`src/design/stepper_pkg.sv`:
```
package stepper_pkg;

  // ----------------------------------------------------------------------
  // Register map (byte addresses, one word each)
  // ----------------------------------------------------------------------
  localparam logic [7:0] TARGET_OFS = 8'h00; // W target-set, R target
  localparam logic [7:0] ACTUAL_OFS = 8'h04; // R actual, status read two
  localparam logic [7:0] STATUS_OFS = 8'h08; // R flags, status read one
  localparam logic [7:0] CMD_OFS    = 8'h0C; // W command code
  localparam logic [7:0] CFG_OFS    = 8'h10; // mode, safe pos, acc
  localparam logic [7:0] SPEED_OFS  = 8'h14; // top speed, floor index
  localparam logic [7:0] GOALS_OFS  = 8'h18; // first and second goal
  localparam logic [7:0] ACCST_OFS  = 8'h1C; // R acceleration steps

  // Command codes written to CMD_OFS bits [1:0]
  localparam logic [1:0] CMD_GO_SAFE = 2'h1;
  localparam logic [1:0] CMD_HOMING  = 2'h2;
  localparam logic [1:0] CMD_HALT    = 2'h3;

  // Field positions
  localparam int CFG_MODE_LSB = 0;   // [1:0] stepping mode
  localparam int CFG_ACC_LSB  = 16;  // [31:16] acceleration value
  localparam int CFG_SEC_LSB  = 4;   // [14:4] safe position, 11 bits
  localparam int SPD_TOP_LSB  = 16;  // [25:16] top speed
  localparam int SPD_FLR_LSB  = 0;   // [3:0] floor index
  localparam int GOAL2_LSB    = 16;

  // Reset values
  localparam logic [1:0]  MODE_RST = 2'h0;
  localparam logic [10:0] SEC_RST  = 11'h400; // -1024, safe move disabled
  localparam logic [15:0] ACC_RST  = 16'h0031;
  localparam logic [9:0]  TOP_RST  = 10'h063;
  localparam logic [10:0] SEC_OFF  = 11'h400;

  localparam logic [1:0] RESP_OKAY   = 2'h0;
  localparam logic [1:0] RESP_DECERR = 2'h3;

  typedef enum logic [1:0] {
    HALF    = 2'b00,
    QUARTER = 2'b01,
    EIGHTH  = 2'b10,
    SIXTEEN = 2'b11
  } step_mode_t;

  typedef enum logic [1:0] {
    M_INACTIVE = 2'b00,
    M_RUN      = 2'b01,
    M_SHUT     = 2'b10
  } run_state_t;

  typedef enum logic [2:0] {
    H_IDLE   = 3'b000,
    H_FIRST  = 3'b001,
    H_SECOND = 3'b010,
    H_SAFE   = 3'b011,
    H_DEAD   = 3'b100
  } home_state_t;

endpackage

```
`src/design/stepper_ctrl.sv`:
```
`timescale 1ns/1ps
module stepper_ctrl (
  input  wire logic        aclk,
  input  wire logic        aresetn,
  input  wire logic [7:0]  s_axi_awaddr,
  input  wire logic        s_axi_awvalid,
  output logic             s_axi_awready,
  input  wire logic [31:0] s_axi_wdata,
  input  wire logic [3:0]  s_axi_wstrb,
  input  wire logic        s_axi_wvalid,
  output logic             s_axi_wready,
  output logic [1:0]       s_axi_bresp,
  output logic             s_axi_bvalid,
  input  wire logic        s_axi_bready,
  input  wire logic [7:0]  s_axi_araddr,
  input  wire logic        s_axi_arvalid,
  output logic             s_axi_arready,
  output logic [31:0]      s_axi_rdata,
  output logic [1:0]       s_axi_rresp,
  output logic             s_axi_rvalid,
  input  wire logic        s_axi_rready,
  input  wire logic        thermal_cut,
  input  wire logic        undervoltage_cutoff_level,
  input  wire logic        electrical_fault_flag,
  input  wire logic        pump_fault_flag,
  input  wire logic        lost_step_flag,
  input  wire logic        switch_input_pin,
  input  wire logic        step_tick,
  output logic             bridge_hiz,
  output logic             hold_current,
  output logic             motor_clk_en,
  output logic             pump_en,
  output logic             accel_en,
  output logic [9:0]       speed_out,
  output logic             step_dir
);
  import stepper_pkg::*;

  // ----------------------------------------------------------------------
  // Helpers
  // ----------------------------------------------------------------------
  // Sign-extend from the mode's width so positions wrap, never saturate
  function automatic logic [15:0] wrap_pos(input logic [15:0] p,
                                           input logic [1:0]  m);
    unique case (m)
      HALF:    wrap_pos = {{3{p[12]}}, p[12:0]};
      QUARTER: wrap_pos = {{2{p[13]}}, p[13:0]};
      EIGHTH:  wrap_pos = {p[14], p[14:0]};
      SIXTEEN: wrap_pos = p;
    endcase
  endfunction

  // Safe position in steps: one LSB is 4 half steps or 8/16/32 microsteps
  function automatic logic [15:0] safe_pos(input logic [10:0] s,
                                           input logic [1:0]  m);
    logic [15:0] ext;
    ext = {{5{s[10]}}, s};
    safe_pos = wrap_pos(16'(ext << (3'd2 + {1'b0, m})), m);
  endfunction

  function automatic logic [31:0] merge(input logic [31:0] old,
                                        input logic [31:0] nw,
                                        input logic [3:0]  be);
    for (int i = 0; i < 4; i++) begin
      merge[8*i +: 8] = be[i] ? nw[8*i +: 8] : old[8*i +: 8];
    end
  endfunction

  // ----------------------------------------------------------------------
  // State
  // ----------------------------------------------------------------------
  run_state_t  run_ff;
  home_state_t home_ff;
  logic [15:0] target_position;
  logic [15:0] actual_position;
  logic [15:0] goal_ff;
  logic [1:0]  mode_ff;
  logic [10:0] sec_ff;
  logic [15:0] acc_ff;
  logic [9:0]  top_ff;
  logic [3:0]  floor_idx_ff;
  logic [15:0] first_goal;
  logic [15:0] second_goal;
  logic        halt_seen_ff;
  logic        switch_closed_flag;
  logic [31:0] rdata_ff;
  logic [1:0]  rresp_ff;
  logic        rvalid_ff;
  logic        bvalid_ff;
  logic [1:0]  bresp_ff;

  logic        wr_go;
  logic        rd_go;
  logic        cause;
  logic        rd_stat1;
  logic        wr_target;
  logic        wr_cmd;
  logic [1:0]  cmd_code;
  logic        homing_on;
  logic        motion_goal_hit;
  logic [15:0] floor_speed;
  logic [19:0] acc_steps;
  logic        is_halt;
  logic        accept_cmd;

  // ----------------------------------------------------------------------
  // AXI4-Lite write and read channels
  // ----------------------------------------------------------------------
  // Address and data are taken together; a held response stalls both
  assign wr_go         = s_axi_awvalid & s_axi_wvalid & ~bvalid_ff;
  assign s_axi_awready = wr_go;
  assign s_axi_wready  = wr_go;
  assign s_axi_bvalid  = bvalid_ff;
  assign s_axi_bresp   = bresp_ff;
  assign rd_go         = s_axi_arvalid & ~rvalid_ff;
  assign s_axi_arready = rd_go;
  assign s_axi_rvalid  = rvalid_ff;
  assign s_axi_rdata   = rdata_ff;
  assign s_axi_rresp   = rresp_ff;

  // Write response, one cycle after the handshake
  always_ff @(posedge aclk) begin
    if (!aresetn) begin
      bvalid_ff <= 1'b0;
      bresp_ff  <= RESP_OKAY;
    end else if (wr_go) begin
      bvalid_ff <= 1'b1;
      bresp_ff  <= (s_axi_awaddr[7:5] == 3'h0 && s_axi_awaddr[1:0] == 2'h0)
                   ? RESP_OKAY : RESP_DECERR;
    end else if (s_axi_bready) begin
      bvalid_ff <= 1'b0;
    end
  end

  // Read data mux; the bus stays live in every run state
  always_ff @(posedge aclk) begin
    if (!aresetn) begin
      rvalid_ff <= 1'b0;
      rdata_ff  <= 32'h0000_0000;
      rresp_ff  <= RESP_OKAY;
    end else if (rd_go) begin
      rvalid_ff <= 1'b1;
      rresp_ff  <= RESP_OKAY;
      unique case (s_axi_araddr)
        TARGET_OFS: rdata_ff <= {16'h0000, target_position};
        ACTUAL_OFS: rdata_ff <= {16'h0000, actual_position};
        STATUS_OFS: rdata_ff <= {20'h00000, lost_step_flag, pump_fault_flag,
                                 electrical_fault_flag,
                                 undervoltage_cutoff_level, thermal_cut,
                                 home_ff, 1'b0, run_ff,
                                 switch_closed_flag};
        CFG_OFS:    rdata_ff <= {acc_ff, 1'b0, sec_ff, 2'b00, mode_ff};
        SPEED_OFS:  rdata_ff <= {6'h00, top_ff, 12'h000, floor_idx_ff};
        GOALS_OFS:  rdata_ff <= {second_goal, first_goal};
        ACCST_OFS:  rdata_ff <= {12'h000, acc_steps};
        default: begin
          rdata_ff <= 32'h0000_0000;
          rresp_ff <= RESP_DECERR;
        end
      endcase
    end else if (s_axi_rready) begin
      rvalid_ff <= 1'b0;
    end
  end

  // Side effects of accesses
  assign rd_stat1  = rd_go && s_axi_araddr == STATUS_OFS;
  assign wr_target = wr_go && s_axi_awaddr == TARGET_OFS;
  assign wr_cmd    = wr_go && s_axi_awaddr == CMD_OFS && s_axi_wstrb[0];
  assign cmd_code  = s_axi_wdata[1:0];
  assign is_halt   = wr_cmd && cmd_code == CMD_HALT;

  // ----------------------------------------------------------------------
  // Configuration registers
  // ----------------------------------------------------------------------
  // Acceleration may be rewritten at any time except while homing; keeping it still while
  // moving is left to software, as the ramp would otherwise jump.
  always_ff @(posedge aclk) begin
    logic [31:0] v;
    v = 32'h0000_0000;
    if (!aresetn) begin
      mode_ff      <= MODE_RST;
      sec_ff       <= SEC_RST;
      acc_ff       <= ACC_RST;
      top_ff       <= TOP_RST;
      floor_idx_ff <= 4'h0;
      first_goal   <= 16'h0000;
      second_goal  <= 16'h0000;
    end else if (wr_go && homing_on == 1'b0) begin
      unique case (s_axi_awaddr)
        CFG_OFS: begin
          v = merge({acc_ff, 1'b0, sec_ff, 2'b00, mode_ff},
                    s_axi_wdata, s_axi_wstrb);
          mode_ff <= v[CFG_MODE_LSB +: 2];
          sec_ff  <= v[CFG_SEC_LSB +: 11];
          acc_ff  <= v[CFG_ACC_LSB +: 16];
        end
        SPEED_OFS: begin
          v = merge({6'h00, top_ff, 12'h000, floor_idx_ff},
                    s_axi_wdata, s_axi_wstrb);
          top_ff       <= v[SPD_TOP_LSB +: 10];
          floor_idx_ff <= v[SPD_FLR_LSB +: 4];
        end
        GOALS_OFS: begin
          v = merge({second_goal, first_goal}, s_axi_wdata, s_axi_wstrb);
          first_goal  <= v[15:0];
          second_goal <= v[GOAL2_LSB +: 16];
        end
        default: ;
      endcase
    end
  end

  // ----------------------------------------------------------------------
  // Speed and acceleration arithmetic
  // ----------------------------------------------------------------------
  // Wide combinational divide; fine at a step rate far below the clock
  always_comb begin
    logic [19:0] top_sq;
    logic [19:0] flr_sq;
    logic [16:0] two_acc;
    top_sq  = 20'(top_ff * top_ff);
    floor_speed = (floor_idx_ff == 4'h0) ? {6'h00, top_ff}
                  : 16'(({6'h00, top_ff} * floor_idx_ff) >> 5);
    flr_sq  = 20'(floor_speed[9:0] * floor_speed[9:0]);
    two_acc = {acc_ff, 1'b0};
    acc_steps = (two_acc == 17'h0) ? 20'h00000
                : 20'((top_sq - flr_sq) / two_acc);
  end

  // ----------------------------------------------------------------------
  // Switch flag: mirrors the pin, triggers nothing else
  // ----------------------------------------------------------------------
  always_ff @(posedge aclk) begin
    if (!aresetn) begin
      switch_closed_flag <= 1'b0;
    end else begin
      switch_closed_flag <= switch_input_pin;
    end
  end

  // ----------------------------------------------------------------------
  // Run state: inactive, running, shutdown
  // ----------------------------------------------------------------------
  assign cause = thermal_cut | undervoltage_cutoff_level |
                 electrical_fault_flag | pump_fault_flag;

  always_ff @(posedge aclk) begin
    if (!aresetn) begin
      run_ff <= M_INACTIVE;
    end else if (cause) begin
      run_ff <= M_SHUT;
    end else begin
      unique case (run_ff)
        M_INACTIVE: if (rd_stat1) run_ff <= M_RUN;
        M_SHUT:     if (rd_stat1) run_ff <= M_RUN;
        M_RUN:      ;
        default:    run_ff <= M_INACTIVE;
      endcase
    end
  end

  // Power stage follows the run state
  assign bridge_hiz   = run_ff != M_RUN;
  assign motor_clk_en = run_ff == M_RUN;
  assign pump_en      = run_ff == M_RUN;
  assign hold_current = run_ff == M_RUN && actual_position == goal_ff;

  // ----------------------------------------------------------------------
  // Homing sequencer
  // ----------------------------------------------------------------------
  assign homing_on       = home_ff != H_IDLE;
  assign motion_goal_hit = actual_position == goal_ff;
  assign accept_cmd      = wr_cmd && run_ff == M_RUN && !cause;

  always_ff @(posedge aclk) begin
    if (!aresetn) begin
      home_ff      <= H_IDLE;
      halt_seen_ff <= 1'b0;
    end else if (run_ff != M_RUN || cause) begin
      home_ff      <= H_IDLE;
      halt_seen_ff <= 1'b0;
    end else begin
      unique case (home_ff)
        H_IDLE: if (accept_cmd && cmd_code == CMD_HOMING) begin
          // Equal goals would never finish a motion
          if (first_goal == actual_position || first_goal == second_goal)
            home_ff <= H_DEAD;
          else
            home_ff <= H_FIRST;
        end
        H_FIRST:  if (is_halt) home_ff <= H_IDLE;
                  else if (motion_goal_hit) home_ff <= H_SECOND;
        H_SECOND: if (is_halt) home_ff <= H_IDLE;
                  else if (motion_goal_hit)
                    home_ff <= (sec_ff == SEC_OFF) ? H_IDLE : H_SAFE;
        H_SAFE:   if (is_halt || motion_goal_hit) home_ff <= H_IDLE;
        H_DEAD: begin
          if (is_halt) halt_seen_ff <= 1'b1;
          if (halt_seen_ff && rd_stat1) begin
            home_ff      <= H_IDLE;
            halt_seen_ff <= 1'b0;
          end
        end
        default: home_ff <= H_IDLE;
      endcase
    end
  end

  // ----------------------------------------------------------------------
  // Positions, goal and stepping
  // ----------------------------------------------------------------------
  always_ff @(posedge aclk) begin
    if (!aresetn) begin
      target_position <= 16'h0000;
    end else if (cause && run_ff != M_SHUT) begin
      target_position <= actual_position;
    end else if (accept_cmd && !homing_on && is_halt) begin
      target_position <= actual_position;
    end else if (run_ff == M_RUN && !homing_on && !lost_step_flag) begin
      if (wr_target)
        target_position <= wrap_pos(16'(merge({16'h0000, target_position},
                             s_axi_wdata, s_axi_wstrb)), mode_ff);
      else if (accept_cmd && cmd_code == CMD_GO_SAFE && sec_ff != SEC_OFF)
        target_position <= safe_pos(sec_ff, mode_ff);
    end
  end

  // Active goal: homing goals while homing, actual position in deadlock, else the target register
  always_comb begin
    unique case (home_ff)
      H_FIRST:  goal_ff = wrap_pos(first_goal, mode_ff);
      H_SECOND: goal_ff = wrap_pos(second_goal, mode_ff);
      H_SAFE:   goal_ff = safe_pos(sec_ff, mode_ff);
      H_DEAD:   goal_ff = actual_position;
      default:  goal_ff = target_position;
    endcase
  end

  // Signed compare picks direction
  assign step_dir = $signed(goal_ff) > $signed(actual_position);
  assign accel_en = home_ff != H_SECOND;
  always_comb begin
    speed_out = (home_ff == H_SECOND) ? floor_speed[9:0] : top_ff;
  end

  always_ff @(posedge aclk) begin
    if (!aresetn) begin
      actual_position <= 16'h0000;
    end else if (home_ff == H_SECOND && motion_goal_hit &&
                 run_ff == M_RUN && !cause && !is_halt) begin
      actual_position <= 16'h0000;
    end else if (run_ff == M_RUN && step_tick && !motion_goal_hit) begin
      actual_position <= wrap_pos(step_dir ? actual_position + 16'h0001
                                  : actual_position - 16'h0001, mode_ff);
    end
  end
endmodule

```
`config.mk`:
```
export PLATFORM = sky130hd
export DESIGN_NAME = stepper_ctrl
export DESIGN_NICKNAME = d
export VERILOG_FILES = /design/src/design/stepper_pkg.sv /design/src/design/stepper_ctrl.sv
export SDC_FILE = /design/constraint.sdc
export NUM_CORES = 1
export LEC_CHECK = 0
export BUFFER_PORTS_ARGS = -buffer_cell sky130_fd_sc_hd__buf_2
export CAP_MARGIN = 10
export CORE_ASPECT_RATIO = 0.9
export CORE_MARGIN = 1
export CORE_UTILIZATION = 35
export DETAILED_ROUTE_END_ITERATION = 6
export RECOVER_POWER = 50
export SLEW_MARGIN = 15
export SYNTH_ARGS = -nofsm -noshare
export SYNTH_HDL_FRONTEND = slang
export SYNTH_SLANG_ARGS = --single-unit
```
`constraint.sdc`:
```
create_clock -name aclk -period 50.3 [get_ports aclk]
set_input_delay 10.06 -clock aclk [delete_from_list [all_inputs] [get_ports aclk]]
set_output_delay 10.06 -clock aclk [all_outputs]
set_load 0.05 [all_outputs]
```
# == Word level (Yosys, flattened, before mapping) ==
# Cells that the tools add are included.
# W data, S select, Z words.
# word_totals
in_bits,66
ff_bits,152
wordCells,194
# op_classes
addsub,4
div_mod_pow,1
n_shift,1
n_eq_ne,39
n_mul,3
reduce_logical,70
n_bitwise,11
order_cmp,1
mux,39
# ops
op,n
$pmux W16 S4,6
$pmux W32 S7,1
$mux W16,6
$eq A8 B5 Y1 const B,7
$eq A16 B16 Y1,3
$mul A10 B10 Y20,2
$reduce_and A3 Y1,12
$logic_and A1 B1 Y1,25
$mux W3,8
$div A20 B17 Y20,1
$mux W10,2
$mux W20,1
$sub A20 B20 Y20,1
$add A16 B1 Y16 const B,1
$eq A8 B4 Y1 const B,2
$gt A16 B16 Y1,1
$logic_not A16 Y1,1
$logic_not A8 Y1,2
$mux W8,2
$shl A16 B3 Y16,1
$sub A16 B1 Y16 const B,1
$pmux W3 S5,1
$mul A10 B4 Y14,1
$eq A11 B11 Y1 const B,1
other kinds (32),80

# == Depth between registers and ports, before layout ==
# depth
word_depth,13
mapped_depth,223
mapped_depth_nobuf,209

# == Worst setup path before layout ==
# No wires, ideal clock.
# synth_timing
kind,flip-flop to flip-flop
start,reg top_ff[2]
end,"reg rdata_ff[0], in the netlist s_axi_rdata[0]"
path_slack_ps,6498
t_required_ps,50171
stages_incl_launch_ff,201
setup_ps,129
synth_period_minus_slack_ps,43802
t_arrival_ps,43673
path_cell_list,dfxtp_1 -> clkbuf_1 -> clkbuf_1 -> nand2_1 -> fa_1 -> inv_1 -> fa_1 -> ha_1 -> nand4_1 -> o21bai_1 -> a21o_1 -> a21oi_1 -> o21bai_1 -> a21oi_1 -> o21bai_1 -> a21oi_1 -> o21bai_1 -> a21oi_1 -> [165 not listed] -> or4bb_1 -> nand3_2 -> buf_2 -> mux2i_1 -> ha_1 -> a21boi_0 -> o21a_1 -> o21a_1 -> o21a_1 -> o21ai_0 -> nand2b_1 -> a21oi_1 -> nor2b_1 -> o21ai_0 -> a31oi_1 -> a211o_1 -> o41ai_1 -> a21oi_1
# synth_via
elab_chain_cells,7
word_cells_on_any_way,8
# synth_rtl
element,line,rtl
from (decl),stepper_ctrl.sv:80,logic [9:0] top_ff;
from (signal assigned),stepper_ctrl.sv:201,top_ff <= v[SPD_TOP_LSB +: 10];
$mul A10 B4 Y14,stepper_ctrl.sv:224,": 16'(({6'h00, top_ff} * floor_idx_ff) >> 5);"
$mux W10,stepper_ctrl.sv:223,"floor_speed = (floor_idx_ff == 4'h0) ? {6'h00, top_ff}"
$mul A10 B10 Y20,stepper_ctrl.sv:225,flr_sq = 20'(floor_speed[9:0] * floor_speed[9:0]);
$sub A20 B20 Y20 *,stepper_ctrl.sv:228,: 20'((top_sq - flr_sq) / two_acc);
$div A20 B17 Y20 *,stepper_ctrl.sv:228,
$mux W20 *,stepper_ctrl.sv:227,acc_steps = (two_acc == 17'h0) ? 20'h00000
$pmux W32 S7 *,stepper_ctrl.sv:144,unique case (s_axi_araddr)
to (signal assigned),stepper_ctrl.sv:145,"TARGET_OFS: rdata_ff <= {16'h0000, target_position};"
to (signal assigned),stepper_ctrl.sv:146,"ACTUAL_OFS: rdata_ff <= {16'h0000, actual_position};"
to (signal assigned),stepper_ctrl.sv:147,"STATUS_OFS: rdata_ff <= {20'h00000, lost_step_flag, pump_fault_flag,"
to (decl),stepper_ctrl.sv:86,logic [31:0] rdata_ff;
# Mark *: on every way between the ends. The rest lies on a longest branch, timed or not.
# A chain may end at the register's enable or synchronous reset.

# == Worst setup path after layout ==
# layout_timing
start,reg top_ff[0]
end,"reg rdata_ff[0], in the netlist s_axi_rdata[0]"
# The elaborated chain is that of the path after synthesis.

==> flow_summary.ini <==
[cells_and_area]
layout_common_cells = 347 x nor2_1, 324 x ha_1, 323 x nand2_1
postLayoutCoreUtil_pct = 38.9
final_common_cell = nor2_1
instances_no_fill = 4410
final_layout_size_suffix_gt1_share_pct = 9.28
fin_nets = 3976
area_growth_pct = 9.72
fin_area_mm2 = 0.0284

[synthesis]
syn_area_mm2 = 0.0259
synthFlopType = dfxtp_1
yosysWarnings = 0
netlist_instances = 3376
synth-seq-cells = 150
ys_seq_area_share_pct = 11.6
syn_nets = 3916
synth_edf_count = 0
synth_cell_types = 101
synthArstFlopShare_pct = 0
synth.avg_cell_area_um2 = 7.68

[sta]
relSlewSlack_pct = -212
fin_crit_ns = 47.39
finalCritPeriodShare_pct = 94.2
slew_violations = 153
finClkSkew_ns = 0.0150
hold_viol_final = 0
tightest_slew_ns = 4.67
max_freq_mhz = 21.1
setup_viol = 0
fin_setup_tns_ns = 0

[global_routing]
grt_util_all_layers_pct = 24.1
grt_pass1_vias = 23483
grt_max_degree = 92
grt_antenna_before_repair = 5
gr-total-overflow = 0
grt_pass1_wl_mm = 140

[detailed_routing]
firstDrtPassIters = 6
via_per_inst = 5.71
drcViolationCount = 0
wire_per_inst_um = 20.9
drt_wl_total_mm = 92.0
drt_iter0_drc = 2572
postRouteAntennaNets = 0
vias = 25190

[die]
die_h_um = 260
initial_utilization_pct = 35.4
die-area_mm2 = 0.0752
coreArea_mm2 = 0.0732
pin_count = 123
die_x_um = 289
rows = 94

[setup_path]
critical_path_class = flip-flop to flip-flop
crit_buf_inv = 6
cp_max_fo = 23
crit_arrival_ns = 47.74
crit_family = compound AO/OA/AOI/OAI gates
crit_path_frequent_cell = a21oi_1
cpMaxStageDelayCell = fa_1
cpPeakStageDelay_ns = 0.59
startpoint_type = flip-flop
cp.required_ns = 50.64
end_kind = flip-flop

[status]
run_status = finished, violations left
violations = max-capacitance violations, max-slew violations

[worst_hold_path]
hp-class = flip-flop to flip-flop

[place]
dp_cells = 4368
gp_congestion = 0.964
portBuffers = 122
dpl.hpwl_mm = 74.0
place_area_mm2 = 0.0276

[clock_tree]
htree_levels = 4
cts_sinks = 150
cts_hold_buffers = 0
cts_tree = done
path_clk_slew_ns = 0.07
clk_latency_ns = 0.46
cts.path.max_buffers = 2
cts_root_buf = clkbuf_16
cts_buffers = 17

[flow_run]
drv_cap = 3
[cells by family after synthesis]
family	Yosys count	synth area share, %
xor+xnor	169	5.71
mux	167	6.92
buf+inv	466	6.94
compound gates	834	21.3
flops	150	11.6
simple gates	1116	20.3
fa+ha+maj	474	27.2
[what timing repair did]
action	4_1_cts	5_1_grt
endpoints found under the hold margin	0	0
buffers inserted	0	9
endpoints found under the setup margin	1	2
gates cloned	0	0
pin swaps	0	3
gates resized for setup	6	40
[metrics by stage]
stage	hold slack [ns]	setup slack (ns)
CTS	0.473	0.267
floorplan	0.441	6.50
global placement	0.459	1.05
global route	0.502	-0.0243
detailed placement	0.462	-0.386
finish	0.474	2.91
[registers in the layout (all words and copies together), names as in the netlist, 2 cells and up]
register         flops
second_goal         16
floor_idx_ff         4
first_goal          16
run_ff               2
mode_ff              2
s_axi_rdata         32
target_position     16
actual_position     16
top_ff              10
sec_ff              11
acc_ff              16
home_ff              3
[path summary, 6_finish.rpt]
| path | from | to | slack [ns] | cells after the start |
|---|---|---|---|---|
| worst max-delay path | top_ff[0]$_SDFFE_PN1P_ | s_axi_rdata[0]$_SDFFE_PN0P_ | 2.91 | 191 |
| worst min-delay path | target_position[6]$_SDFFE_PN0P_ | target_position[6]$_SDFFE_PN0P_ | 0.47 | 2 |
| worst max register to register | top_ff[0]$_SDFFE_PN1P_ | s_axi_rdata[0]$_SDFFE_PN0P_ | 2.91 | 191 |
| worst min register to register | target_position[6]$_SDFFE_PN0P_ | target_position[6]$_SDFFE_PN0P_ | 0.47 | 2 |
[Yosys cell counts (26+ instances only)]
cell type  count  share of area, %
xnor2_1       91               3.1
inv_1        322               4.7
a21oi_1      215               4.2
nand3_1       49              0.95
mux2i_1      100               3.9
or3_1         26              0.63
clkbuf_1     111               1.6
o21ai_0      141               2.7
nor2b_1       64               1.5
nand2_1      324               4.7
fa_1         150                12
mux2_2        58               2.5
a21o_1        63               1.8
and2_1        58               1.4
and3_1        28              0.68
o21a_1        64               1.9
xor2_1        78               2.6
nor3_1        75               1.4
o211ai_1      44               1.3
dfxtp_1      150                12
nand2b_1      38              0.92
ha_1         324                16
a22oi_1       50               1.4
nor2_1       350               5.1
[layout make-up]
cell class / instances / area [um^2]
diodes: 1 / 2.50
flip-flops and latches: 150 / 3010
clock buffers: 22 / 474
multi-input cells: 2760 / 21300
clock inverters: 10 / 193
inverters: 326 / 1220
well taps: 960 / 1200
repair buffers: 181 / 995
fillers: 7670 / 44700
[routing by layer]
metal | part of all wire [%] | vias to the layer above | track usage [%]
met5 | 0.014 | - | 0
met4 | 2.6 | 2 | 6.62
met3 | 9.5 | 128 | 5.81
met2 | 42 | 1060 | 35.9
met1 | 46 | 12010 | 34.2
li1 | - | 11990 | -
[worst reg2reg max path, delay by kind of cell, from the launching register on]
kind | cells | cell delay, ns
fa+ha+maj | 30 | 11.13
flops | 1 | 0.51
mux | 6 | 2.02
xor+xnor | 2 | 0.53
simple gates | 45 | 9.78
compound gates | 102 | 22.66
buf+inv | 6 | 0.62
Power is not shown: default switching activity piles up to over one toggle a cycle in this logic, so the estimate is an artifact.
